==> src/hdl/lfs_pkg.sv <==
/*
  shared constants, enumerations and carrier structs of the linefeed state supervisor.
  assumes a single 10 MHz system clock and a monitor that delivers one sample strobe
  per refresh of line voltage, current and die temperature.
*/
package lfs_pkg;
  // clock rate and monitor refresh rate
  localparam int CLK_HZ = 32'h0098_9680;
  localparam int MON_RATE_HZ = 32'h0000_07d0;
  // longest gap between monitor samples, rounded down to whole cycles
  localparam int MON_PERIOD_CYC = CLK_HZ / MON_RATE_HZ;
  // die temperature limits in degrees
  localparam logic [7:0] TJ_LIMIT_LO = 8'h91;
  localparam logic [7:0] TJ_LIMIT_HI = 8'hc8;
  // data widths
  localparam int VAL_W = 32'h0000_000c;
  localparam int DEB_W = 32'h0000_0008;
  // adaptive ringing amplitude step and floor
  localparam logic [7:0] AMP_STEP = 8'h08;
  localparam logic [7:0] AMP_FLOOR = 8'h10;
  // interrupt flag bit positions
  localparam int IRQ_PWR = 32'h0000_0000;
  localparam int IRQ_LOOP = 32'h0000_0001;
  localparam int IRQ_GKEY = 32'h0000_0002;

  // linefeed operating states
  typedef enum logic [3:0] {
    LFS_OPEN = 4'h0,
    LFS_FWD_ACT = 4'h1,
    LFS_REV_ACT = 4'h2,
    LFS_FWD_OHT = 4'h3,
    LFS_REV_OHT = 4'h4,
    LFS_TIP_OPEN = 4'h5,
    LFS_RING_OPEN = 4'h6,
    LFS_RINGING = 4'h7,
    LFS_DIAG = 4'h8
  } lfs_state_e;

  // ringing modes and waveforms
  typedef enum logic [1:0] {
    LFS_RM_BALANCED = 2'h0,
    LFS_RM_UNBALANCED = 2'h1,
    LFS_RM_LOW_POWER_RINGING = 2'h2
  } lfs_ring_mode_e;
  typedef enum logic {LFS_WAVE_SINE = 1'h0, LFS_WAVE_TRAP = 1'h1} lfs_wave_e;

  // detector thresholds and debounce length in samples
  typedef struct packed {
    logic [VAL_W-1:0] thr_on;
    logic [VAL_W-1:0] thr_off;
    logic [DEB_W-1:0] deb;
  } lfs_det_cfg_s;

  // ringing generator setup
  typedef struct packed {
    lfs_wave_e wave;
    lfs_ring_mode_e mode;
    logic adaptive_en;
    logic [15:0] freq_step;
    logic [7:0] amp;
    logic signed [15:0] offset;
    logic [15:0] cad_on;
    logic [15:0] cad_off;
  } lfs_ring_cfg_s;

  // line driver controls
  typedef struct packed {
    logic hi_z;
    logic tip_en;
    logic ring_en;
    logic rev_pol;
    logic audio_en;
    logic superv_en;
    logic ringing;
    lfs_ring_mode_e ring_mode;
  } lfs_drive_s;

  // driver reset value: everything off, outputs high impedance
  localparam lfs_drive_s DRIVE_RST = '{1'h1, 1'h0, 1'h0, 1'h0, 1'h0, 1'h0, 1'h0,
                                       LFS_RM_BALANCED};
endpackage

==> src/hdl/lfs_sync.sv <==
/*
  two flip-flop synchroniser for levels arriving from pins.
  assumes the inputs are quasi-static levels; pulses shorter than a clock may be lost.
*/
`timescale 1ns/10ps
module lfs_sync #(
  parameter int W = 1
) (
  input wire logic clk_sys_in,
  input wire logic rst_n_in,
  input wire logic [W-1:0] d_in,
  output logic [W-1:0] q_out
);
  // first and second stage
  typedef struct packed {
    logic [W-1:0] s1;
    logic [W-1:0] s2;
  } lfs_sync_st_s;
  lfs_sync_st_s st_r;
  lfs_sync_st_s st_nxt;

  // shift one stage per clock
  always_comb
  begin
    st_nxt.s1 = d_in;
    st_nxt.s2 = st_r.s1;
  end

  // state register
  always_ff @(posedge clk_sys_in or negedge rst_n_in)
  begin
    if (!rst_n_in)
      st_r <= '0;
    else
      st_r <= st_nxt;
  end

  assign q_out = st_r.s2;
endmodule

==> src/hdl/lfs_detector.sv <==
/*
  hysteresis comparator with debounce filter, used for loop closure and ground key.
  assumes value and sample strobe come from monitor logic on the same clock.
*/
`timescale 1ns/10ps
module lfs_detector
  import lfs_pkg::*;
(
  input wire logic clk_sys_in,
  input wire logic rst_n_in,
  input wire logic enable_in,
  input wire logic sample_in,
  input wire logic [VAL_W-1:0] value_in,
  input wire lfs_det_cfg_s cfg_in,
  output logic status_out,
  output logic event_out
);
  // comparator state, reported status, change pulse, debounce count
  typedef struct packed {
    logic hyst;
    logic stat;
    logic evt;
    logic [DEB_W-1:0] cnt;
  } lfs_det_st_s;
  lfs_det_st_s st_r;
  lfs_det_st_s st_nxt;

  // compare, then debounce on each monitor sample
  always_comb
  begin
    st_nxt = st_r;
    st_nxt.evt = 1'b0;
    if (!enable_in)
    begin
      // supervision powered down: detector held idle
      st_nxt = '0;
    end
    else if (sample_in)
    begin
      // two thresholds give hysteresis
      if (!st_r.hyst && value_in >= cfg_in.thr_on)
        st_nxt.hyst = 1'b1;
      else if (st_r.hyst && value_in < cfg_in.thr_off)
        st_nxt.hyst = 1'b0;
      // raw result must hold for deb samples before status moves
      if (st_nxt.hyst == st_r.stat)
        st_nxt.cnt = '0;
      else if ({1'b0, st_r.cnt} + 9'h001 >= {1'b0, cfg_in.deb})
      begin
        st_nxt.stat = st_nxt.hyst;
        st_nxt.evt = 1'b1;
        st_nxt.cnt = '0;
      end
      else
        st_nxt.cnt = st_r.cnt + 8'h01;
    end
  end

  // state register
  always_ff @(posedge clk_sys_in or negedge rst_n_in)
  begin
    if (!rst_n_in)
      st_r <= '0;
    else
      st_r <= st_nxt;
  end

  assign status_out = st_r.stat;
  assign event_out = st_r.evt;
endmodule

==> src/hdl/lfs_supervisor.sv <==
/*
  linefeed state supervisor: linefeed state, fault protection, loop and ground key
  detection, interrupt flags and ringing waveform sequencing for one channel.
  assumes fault pins are asynchronous levels, monitor data arrive on clk_sys_in,
  and the host drives the control ports from logic on the same clock.
*/
// Summary of operation
// - fault or overpower forces open, raises alarm
// - alarm maskable; auto open should stay enabled
// - total power, foreign fault, thermal all trip
// - over junction limit shuts down, 145/200
// - reset starts in the open state
// - open: high impedance, supervision off, no audio
// - open is high impedance during diagnostics
// - active states: feed, audio, detectors, polarity
// - on-hook transmission keeps feed and audio
// - tip open drives ring only, detectors on
// - ring open drives tip only, detectors on
// - ringing drives signal, optional dc offset
// - diagnostics state enables diagnostic resources
// - loop closure: two thresholds, then debounce
// - loop status continuous, maskable interrupt flag
// - ground key: own thresholds and debounce
// - ground key status and own flag
// - sine or trapezoid, programmable frequency, cadence, offset
// - balanced, unbalanced, low power ringing modes
// - adaptive ringing lowers amplitude on overpower
// - host selects one of nine states
// - monitor refresh at 2 kHz or faster
`timescale 1ns/10ps
module lfs_supervisor
  import lfs_pkg::*;
#(
  parameter int MON_TIMEOUT_CYC = MON_PERIOD_CYC
) (
  input wire logic clk_sys_in,
  input wire logic rst_n_in,
  input wire logic state_wr_in,
  input wire lfs_state_e state_sel_in,
  input wire logic auto_open_en_in,
  input wire logic total_power_over_in,
  input wire logic foreign_fault_in,
  input wire logic sample_in,
  input wire logic [VAL_W-1:0] loop_current_in,
  input wire logic [VAL_W-1:0] long_current_in,
  input wire logic [7:0] die_temp_in,
  input wire lfs_det_cfg_s loop_cfg_in,
  input wire lfs_det_cfg_s gkey_cfg_in,
  input wire lfs_ring_cfg_s ring_cfg_in,
  input wire logic [2:0] irq_mask_in,
  input wire logic [2:0] irq_clr_in,
  output lfs_state_e state_out,
  output lfs_drive_s drive_out,
  output logic diag_res_out,
  output logic shutdown_out,
  output logic loop_status_out,
  output logic gkey_status_out,
  output logic [2:0] irq_flags_out,
  output logic irq_out,
  output logic signed [15:0] ring_level_out,
  output logic [7:0] ring_amp_out,
  output logic mon_stale_out
);
  // whole module state
  typedef struct packed {
    lfs_state_e state;
    logic diag;
    logic [2:0] flags;
    logic trip_d;
    logic [7:0] amp;
    logic [23:0] phase;
    logic [15:0] cad_cnt;
    logic cad_on;
    logic [15:0] stale_cnt;
    logic stale;
    logic shut;
    logic irq;
    logic signed [15:0] lvl;
    lfs_drive_s drive;
  } lfs_sup_s;
  lfs_sup_s st_r;
  lfs_sup_s st_nxt;

  logic [1:0] pins_s; // synchronised fault pins
  logic pwr_over; // total power exceeded
  logic foreign; // foreign current or voltage on the leads
  logic therm; // die over junction limit
  logic [7:0] tj_limit; // state-dependent junction limit
  logic adapt_ok; // overpower may be absorbed by amplitude steps
  logic trip; // protective intervention requested
  logic lc_stat; // loop closure status
  logic lc_evt; // loop closure change
  logic gk_stat; // ground key status
  logic gk_evt; // ground key change
  logic [5:0] m6; // folded phase
  logic [11:0] sq; // parabola product
  logic [5:0] shape; // waveform magnitude before amplitude
  logic [13:0] mag; // scaled magnitude
  logic signed [15:0] wave_lvl; // signed ringing sample with offset
  logic [15:0] cad_lim; // length of current cadence phase

  // fault pins come from the analog side
  lfs_sync #(
    .W(2)
  ) u_pin_sync (
    .clk_sys_in(clk_sys_in),
    .rst_n_in(rst_n_in),
    .d_in({foreign_fault_in, total_power_over_in}),
    .q_out(pins_s)
  );

  // loop closure detector on loop current
  lfs_detector u_loop_det (
    .clk_sys_in(clk_sys_in),
    .rst_n_in(rst_n_in),
    .enable_in(st_r.drive.superv_en),
    .sample_in(sample_in),
    .value_in(loop_current_in),
    .cfg_in(loop_cfg_in),
    .status_out(lc_stat),
    .event_out(lc_evt)
  );

  // ground key detector on longitudinal current
  lfs_detector u_gkey_det (
    .clk_sys_in(clk_sys_in),
    .rst_n_in(rst_n_in),
    .enable_in(st_r.drive.superv_en),
    .sample_in(sample_in),
    .value_in(long_current_in),
    .cfg_in(gkey_cfg_in),
    .status_out(gk_stat),
    .event_out(gk_evt)
  );

  // line driver controls for a state
  function automatic lfs_drive_s drive_of(input lfs_state_e s, input lfs_ring_mode_e rm);
    lfs_drive_s d;
    d = DRIVE_RST;
    case (s)
      LFS_OPEN: d = DRIVE_RST;
      LFS_FWD_ACT, LFS_REV_ACT:
      begin
        // full feed, audio and supervision
        d.hi_z = 1'b0;
        d.tip_en = 1'b1;
        d.ring_en = 1'b1;
        d.audio_en = 1'b1;
        d.superv_en = 1'b1;
        d.rev_pol = (s == LFS_REV_ACT);
      end
      LFS_FWD_OHT, LFS_REV_OHT:
      begin
        // on-hook feed and audio
        d.hi_z = 1'b0;
        d.tip_en = 1'b1;
        d.ring_en = 1'b1;
        d.audio_en = 1'b1;
        d.rev_pol = (s == LFS_REV_OHT);
      end
      LFS_TIP_OPEN:
      begin
        // ring lead fed only, forward ground start
        d.hi_z = 1'b0;
        d.ring_en = 1'b1;
        d.superv_en = 1'b1;
      end
      LFS_RING_OPEN:
      begin
        // tip lead fed only, reverse ground start
        d.hi_z = 1'b0;
        d.tip_en = 1'b1;
        d.rev_pol = 1'b1;
        d.superv_en = 1'b1;
      end
      LFS_RINGING:
      begin
        // ringing across both leads in the chosen mode
        d.hi_z = 1'b0;
        d.tip_en = 1'b1;
        d.ring_en = 1'b1;
        d.ringing = 1'b1;
        d.ring_mode = rm;
      end
      LFS_DIAG: d = DRIVE_RST;
      default: d = DRIVE_RST;
    endcase
    return d;
  endfunction

  // fault causes
  always_comb
  begin
    pwr_over = pins_s[0];
    foreign = pins_s[1];
    // ringing runs with the higher junction limit
    tj_limit = (st_r.state == LFS_RINGING) ? TJ_LIMIT_HI : TJ_LIMIT_LO;
    therm = (die_temp_in >= tj_limit);
    // adaptive ringing takes overpower until the floor is reached
    adapt_ok = (st_r.state == LFS_RINGING) && ring_cfg_in.adaptive_en &&
               (st_r.amp > AMP_FLOOR);
    trip = (pwr_over && !adapt_ok) || foreign || therm;
  end

  // ringing waveform from phase, shape and amplitude
  always_comb
  begin
    // fold phase into a rising quarter, 0 to 63
    m6 = st_r.phase[22] ? ~st_r.phase[21:16] : st_r.phase[21:16];
    // operands widened first so the product keeps all twelve bits
    sq = {6'h00, m6} * (12'h07e - {6'h00, m6});
    if (ring_cfg_in.wave == LFS_WAVE_SINE)
      shape = sq[11:6];
    else
      shape = m6[5] ? 6'h3f : {m6[4:0], 1'b0};
    mag = {8'h00, shape} * {6'h00, st_r.amp};
    // second half of the cycle is negative, then dc offset is added
    if (st_r.phase[23])
      wave_lvl = 16'(ring_cfg_in.offset - $signed({2'h0, mag}));
    else
      wave_lvl = 16'(ring_cfg_in.offset + $signed({2'h0, mag}));
    cad_lim = st_r.cad_on ? ring_cfg_in.cad_on : ring_cfg_in.cad_off;
  end

  // next state of the supervisor
  always_comb
  begin
    st_nxt = st_r;
    // host selection; codes past the last state are ignored
    if (state_wr_in && state_sel_in <= LFS_DIAG)
      st_nxt.state = state_sel_in;
    // protective move to open wins over a host write
    if (auto_open_en_in && trip)
      st_nxt.state = LFS_OPEN;
    // diagnostic resources stay with open as the high impedance test state
    if (st_nxt.state == LFS_DIAG)
      st_nxt.diag = 1'b1;
    else if (st_nxt.state != LFS_OPEN)
      st_nxt.diag = 1'b0;
    st_nxt.shut = therm;
    st_nxt.trip_d = trip;
    // sticky flags: a new event wins over a clear in the same cycle
    st_nxt.flags = st_r.flags & ~irq_clr_in;
    st_nxt.flags[IRQ_PWR] = st_nxt.flags[IRQ_PWR] | (trip && !st_r.trip_d);
    st_nxt.flags[IRQ_LOOP] = st_nxt.flags[IRQ_LOOP] | lc_evt;
    st_nxt.flags[IRQ_GKEY] = st_nxt.flags[IRQ_GKEY] | gk_evt;
    st_nxt.irq = |(st_nxt.flags & irq_mask_in);
    // ringing sequencer
    if (st_nxt.state == LFS_RINGING && st_r.state != LFS_RINGING)
    begin
      // entry: full amplitude, cadence starts in its on phase
      st_nxt.amp = ring_cfg_in.amp;
      st_nxt.phase = '0;
      st_nxt.cad_cnt = '0;
      st_nxt.cad_on = 1'b1;
    end
    else if (st_nxt.state == LFS_RINGING)
    begin
      st_nxt.phase = st_r.phase + {8'h00, ring_cfg_in.freq_step};
      if (sample_in)
      begin
        // cadence counted in monitor samples; zero off time rings steadily
        if (st_r.cad_cnt + 16'h0001 >= cad_lim)
        begin
          st_nxt.cad_cnt = '0;
          if (!(st_r.cad_on && ring_cfg_in.cad_off == 16'h0000))
            st_nxt.cad_on = !st_r.cad_on;
        end
        else
          st_nxt.cad_cnt = st_r.cad_cnt + 16'h0001;
        // step the amplitude down while the feed draws too much
        if (adapt_ok && pwr_over)
        begin
          if (st_r.amp - AMP_STEP > AMP_FLOOR && st_r.amp > AMP_STEP)
            st_nxt.amp = st_r.amp - AMP_STEP;
          else
            st_nxt.amp = AMP_FLOOR;
        end
      end
    end
    // ringing sample goes out only in the on phase of the cadence
    if (st_r.state == LFS_RINGING && st_r.cad_on)
      st_nxt.lvl = wave_lvl;
    else
      st_nxt.lvl = '0;
    // monitor refresh watchdog
    if (sample_in)
    begin
      st_nxt.stale_cnt = '0;
      st_nxt.stale = 1'b0;
    end
    else if (32'(st_r.stale_cnt) + 1 >= MON_TIMEOUT_CYC)
      st_nxt.stale = 1'b1;
    else
      st_nxt.stale_cnt = st_r.stale_cnt + 16'h0001;
    st_nxt.drive = drive_of(st_nxt.state, ring_cfg_in.mode);
  end

  // state register; reset lands in open with drivers off
  always_ff @(posedge clk_sys_in or negedge rst_n_in)
  begin
    if (!rst_n_in)
    begin
      st_r <= '0;
      st_r.state <= LFS_OPEN;
      st_r.drive <= DRIVE_RST;
    end
    else
      st_r <= st_nxt;
  end

  // outputs from the state register
  assign state_out = st_r.state;
  assign drive_out = st_r.drive;
  assign diag_res_out = st_r.diag;
  assign shutdown_out = st_r.shut;
  assign loop_status_out = lc_stat;
  assign gkey_status_out = gk_stat;
  assign irq_flags_out = st_r.flags;
  assign irq_out = st_r.irq;
  assign ring_level_out = st_r.lvl;
  assign ring_amp_out = st_r.amp;
  assign mon_stale_out = st_r.stale;
endmodule

==> config.mk <==
export PLATFORM = sky130hd
export DESIGN_NAME = lfs_supervisor
export DESIGN_NICKNAME = d
export VERILOG_FILES = /design/src/hdl/lfs_pkg.sv /design/src/hdl/lfs_sync.sv /design/src/hdl/lfs_detector.sv /design/src/hdl/lfs_supervisor.sv
export SDC_FILE = /design/constraint.sdc
export NUM_CORES = 1
export LEC_CHECK = 0
export ABC_AREA = 1
export BUFFER_PORTS_ARGS = -buffer_cell sky130_fd_sc_hd__buf_4
export CAP_MARGIN = 5
export CORE_MARGIN = 4
export CORE_UTILIZATION = 64
export CTS_BUF_LIST = sky130_fd_sc_hd__clkbuf_8
export DETAILED_ROUTE_END_ITERATION = 16
export GPL_ROUTABILITY_DRIVEN = 0
export PLACE_DENSITY_LB_ADDON = 0.25
export SLEW_MARGIN = 40
export SYNTH_ARGS = -nofsm -noshare
export SYNTH_HDL_FRONTEND = slang
export SYNTH_SLANG_ARGS = --single-unit
==> constraint.sdc <==
create_clock -name clk_sys_in -period 19 [get_ports clk_sys_in]
set_input_delay 0.95 -clock clk_sys_in [delete_from_list [all_inputs] [get_ports clk_sys_in]]
set_output_delay 0.95 -clock clk_sys_in [all_outputs]
set_load 0.005 [all_outputs]
Word-level counts from Yosys, hierarchy flattened
Index checks and enable logic that the tools add are counted.
{"block": "classes", "n_mux": 50, "mul": 2, "n_lt_le_gt_ge": 13, "reduce_logical": 43, "n_bitwise": 7, "n_addsub": 12, "eq_ne": 19}
{"op": "$mux W49", "count": 2}
{"op": "$mux W16", "count": 5}
{"op": "$mux W8", "count": 7}
{"op": "$mux W11", "count": 4}
{"op": "$mux W17", "count": 2}
{"op": "$add A16 B1 Y16 const B", "count": 2}
{"op": "$add A24 B16 Y24", "count": 1}
{"op": "$ge A12 B12 Y1", "count": 2}
{"op": "$lt A12 B12 Y1", "count": 2}
{"op": "$eq A4 B3 Y1 const B", "count": 5}
{"op": "$add A8 B1 Y9 const B", "count": 2}
{"op": "$ge A9 B8 Y1", "count": 2}
{"op": "$mux W1", "count": 18}
{"op": "$mux W6", "count": 3}
{"op": "$add A16 B1 Y17 const B", "count": 1}
{"op": "$ge A17 B13 Y1 const B", "count": 1}
{"op": "$add A16 B15 Y16", "count": 1}
{"op": "$add A8 B1 Y8 const B", "count": 2}
{"op": "$ge A16 B16 Y1", "count": 1}
{"op": "$gt A8 B5 Y1 const B", "count": 2}
{"op": "$logic_not A16 Y1", "count": 1}
{"op": "$sub A16 B15 Y16", "count": 1}
{"op": "$logic_and A1 B1 Y1", "count": 15}
{"op": "$mul A6 B8 Y14", "count": 1}
{"op": "other kinds (34)", "count": 63}
{"block": "totals", "output_inout_bits": 46, "input_bits": 189, "ff_bits": 128}

Longest topological paths before layout
{"block": "logic_depth", "word_depth": 13, "mapped_depth": 57, "depth_no_buf": 56}

Cells and area by module
A second synthesis with hierarchy kept.
{"block": "unflattened", "cells_unflattened": 1890, "hier_area_um2": 13725.7}
{"module": "lfs_supervisor", "cells_each": 1422, "instances": 1, "area_each_um2": 10530.1, "seq_area_each_um2": 2553.7}
{"module": "lfs_detector", "cells_each": 232, "instances": 2, "area_each_um2": 1547.7, "seq_area_each_um2": 275.3}
{"module": "lfs_sync", "cells_each": 4, "instances": 1, "area_each_um2": 100.1, "seq_area_each_um2": 100.1}

Worst setup path before layout
OpenSTA, ideal clock, no wires.
{"block": "synth_path", "kind": "register to register", "startpoint": "reg st_r[83] in the netlist's numbering", "endpoint": "reg st_r, in the netlist ring_level_out[15]", "path_buffers": 1, "stages_incl_launch_ff": 52, "t_arrival_ns": 9.431, "path_slack_ns": 9.450, "required_time_ns": 18.881, "period_less_slack_ns": 9.550, "cell_sequence": "dfrtp_1 > buf_2 > xnor2_1 > inv_1 > ha_1 > inv_1 > nor3_1 > ha_1 > nor2_1 > fa_1 > inv_1 > fa_1 > inv_1 > fa_1 > inv_1 > fa_1 > inv_1 > ha_1 > (+16 left out) > nand2_1 > xor2_1 > nor2_1 > nand3_1 > nand2_1 > o21ai_0 > xor2_1 > inv_1 > ha_1 > nand2_1 > nor2_1 > inv_1 > o211ai_1 > nand2_1 > nand3_1 > nand3_1 > nand2_1 > nor2_1"}
{"element": "start, declared", "line": "lfs_supervisor.sv:81", "rtl": "lfs_sup_s st_r;"}
{"element": "start signal, assigned", "line": "lfs_supervisor.sv:309", "rtl": "st_r <= st_nxt;"}

==> impl_metrics.json <==
{
  "syn2layout_area_growth_pct": 15.6,
  "cts_hold_buf": 0,
  "ir_drop_mv": 0.360,
  "final_util_pct": 75.5,
  "setup_viol": 0,
  "clock_path_buffers": 2,
  "port_buffers": 234,
  "drive_gt1_share_pct": 14.1,
  "synth_most_common_cell": "nand2_1",
  "critPathLaunch": "st_r[83]",
  "dpl.hpwl_mm": 27.9,
  "clkSinkCount": 128,
  "grt_first_pass_wirelength_mm": 59.1,
  "numCtsBuffers": 17,
  "p_leak_uw": 0.00907,
  "cts_tree": "built",
  "synth_nets": 2333,
  "synthTopCellsByCount": "nand2_1 (410), inv_1 (331), nor2_1 (199)",
  "cpMostUsedCell": "inv_1",
  "core.rowCount": 53,
  "viasPerCell": 5.53,
  "htree_num_levels": 4,
  "grt-ovfl-total": 0,
  "fin_nets": 2521,
  "cap_violations": 0,
  "synth.avg_cell_area_um2": 7.13,
  "fin_crit_sh_pct": 56.4,
  "ys_seq_area_share_pct": 23.4,
  "rsz0062_at_grt": "no",
  "final_max_slew_viol_count": 0,
  "die-height_um": 154,
  "fin_worst_skew_ps": 19.0,
  "hold_viol_final": 0,
  "cp.required_ps": 19400,
  "drt_pass1_iterations": 6,
  "critPathMaxFanout": 8,
  "antenna_cells": 0,
  "grt_pass1_vias": 13300,
  "clkTransAtPathRegs_ps": 80,
  "synth_cell_types": 57,
  "die_w_um": 154,
  "ys_async_sr_fraction_pct": 100,
  "synthFlopType": "dfrtp_1",
  "cts_root_buf": "clkbuf_8",
  "critPathLaunchType": "flip-flop",
  "antenna_found_initial": 0,
  "drt_drc_violations_left": 0,
  "critical_path_arrival_ps": 11110,
  "grt_max_degree": 79,
  "tns_ps": 0,
  "num_vias": 13300,
  "grtUsageTotal_pct": 29.4,
  "syn_inst": 1924,
  "drt_iter0_markers": 943,
  "hold_start": "u_pin_sync.st_nxt[1]",
  "finalWirelength_mm": 34.9,
  "min_period_ps": 10710,
  "die_area_mm2": 0.0238,
  "synth.top_cell.area_share_pct": 23.2,
  "wl_per_cell_um": 14.6,
  "synth_top_area_cell": "dfrtp_1",
  "setup.worst_path.class": "flip-flop to flip-flop",
  "synth-seq-cells": 128,
  "antenna_left": 0,
  "cpPeakStageDelay_ps": 570,
  "cp-end-kind": "flip-flop",
  "worst_pin_slew_ps": 728,
  "cts_setup_buffers": 0,
  "reg2reg_from": "st_r[83]",
  "hp-class": "flip-flop to flip-flop",
  "synth_area_leaders": "dfrtp_1 (23%), ha_1 (16%), nand2_1 (11%)",
  "coreArea_mm2": 0.0210,
  "cts_resized": 0,
  "synthesis.area_mm2": 0.0137,
  "io_pins": 235,
  "clock_latency_ps": 480,
  "start_util_pct": 65.2,
  "synth-edff-count": 0,
  "powerDensity_mw_per_mm2": 140,
  "ys.warnings.count": 0,
  "clock.fmax_mhz": 93.3,
  "status": "finished, final reports clean",
  "slew_headroom_pct": 51.1,
  "cp_slowest_cell": "xnor2_1"
}
==> final timing paths <==
| check | slack [ps] | depth (start not counted) | endpoint |
|---|---|---|---|
| hold / removal | 370 | 0 | u_pin_sync.q_out[1] |
| setup / recovery | 8290 | 47 | ring_level_out[13] |
| min in group asynchronous | 390 | 1 | ring_level_out[9] |
| max in group asynchronous | 17560 | 2 | st_r[81] |
| setup reg to reg | 8290 | 47 | ring_level_out[13] |
| hold reg to reg | 370 | 0 | u_pin_sync.q_out[1] |
==> critical path, delay by kind of cell (launching register included) <==
family                   cells  cell delay [ps]
adder cells (fa/ha/maj)     12             5290
AO/OA/AOI/OAI                9             1700
AND/OR/NAND/NOR             14             1440
XOR/XNOR                     3             1040
buffers and inverters        9              630
flip-flops                   1              510
==> through the flow <==
step                setup slack (ps)  total power [uW]  hold slack, ps  cell area (um^2)  cells
detailed placement              8450              1900             341             15400   2368
floorplan                       9450              1530             331             13700   1924
global placement                8850              1820             338             15400   2368
finish                          8290              2220             371             15900   2400
CTS                             8440              2200             369             15900   2400
global route                    7450              2480             378             15900   2400
==> cell families (layout without fill, tap and decap cells) <==
group | Yosys count | count (layout) | synth area share, %
DFF | 128 | 128 | 23.4
and+or+nand+nor | 834 | 834 | 25.9
AOI/OAI and AO/OA | 255 | 255 | 10.3
xor gates and xnor gates | 73 | 73 | 4.72
muxes | 8 | 8 | 0.584
buffers and inverters | 406 | 607 | 12.6
adders and majority gates | 220 | 220 | 22.5
==> layer usage <==
layer  global-route usage, %  share of wire, %  vias to the layer above
met5                       0                 0                        -
met4                    9.59               2.7                        0
met3                    5.96               7.6                       76
met2                    49.7                48                      547
met1                    37.8                42                     6146
li1                        -                 -                     6510
==> placed cells by master, fill, tap and decap left out, types with 6 or more instances in the layout <==
| master | n |
|---|---|
| buf_4 | 233 |
| o21bai_1 | 6 |
| fa_1 | 44 |
| nand2_1 | 410 |
| o21ai_0 | 74 |
| dfrtp_1 | 127 |
| a21oi_1 | 111 |
| nand3b_1 | 6 |
| nand4_1 | 34 |
| or2_2 | 6 |
| xor2_1 | 48 |
| nor2_1 | 197 |
| nor2_2 | 6 |
| o21ai_1 | 19 |
| o211ai_1 | 8 |
| nor3_1 | 21 |
| nand3_1 | 132 |
| clkbuf_8 | 17 |
| mux2i_1 | 8 |
| a21o_1 | 7 |
| inv_1 | 332 |
| ha_1 | 176 |
| xnor2_1 | 23 |
==> cell type report <==
cell class / instances / area (um^2)
Clock inverter: 15 / 231
Clock buffer: 17 / 234
Sequential cell: 128 / 3200
Fill cell: 1625 / 5160
Multi-Input combinational cell: 1390 / 8800
Timing Repair Buffer: 235 / 1770
Inverter: 340 / 1280
Tap cell: 275 / 344
==> report_power, final <==
group,leakage (uW),switching (uW),internal (uW),total (uW)
combinational,0.00710,1040,606,1650
sequential,0.00173,10.8,280,291
clock,0.000233,125,158,283
==> state kept, by name, summed over array words and instances, names as in the netlist, 2 cells and up <==
| name | count |
|---|---|
| ring_amp_out | 8 |
| u_pin_sync.st_nxt | 2 |
| u_loop_det.st_r | 9 |
| u_pin_sync.q_out | 2 |
| ring_level_out | 16 |
| drive_out | 9 |
| u_gkey_det.st_r | 9 |
| st_r | 58 |
| state_out | 4 |
| irq_flags_out | 3 |
Power figures use the tool's default switching activity.
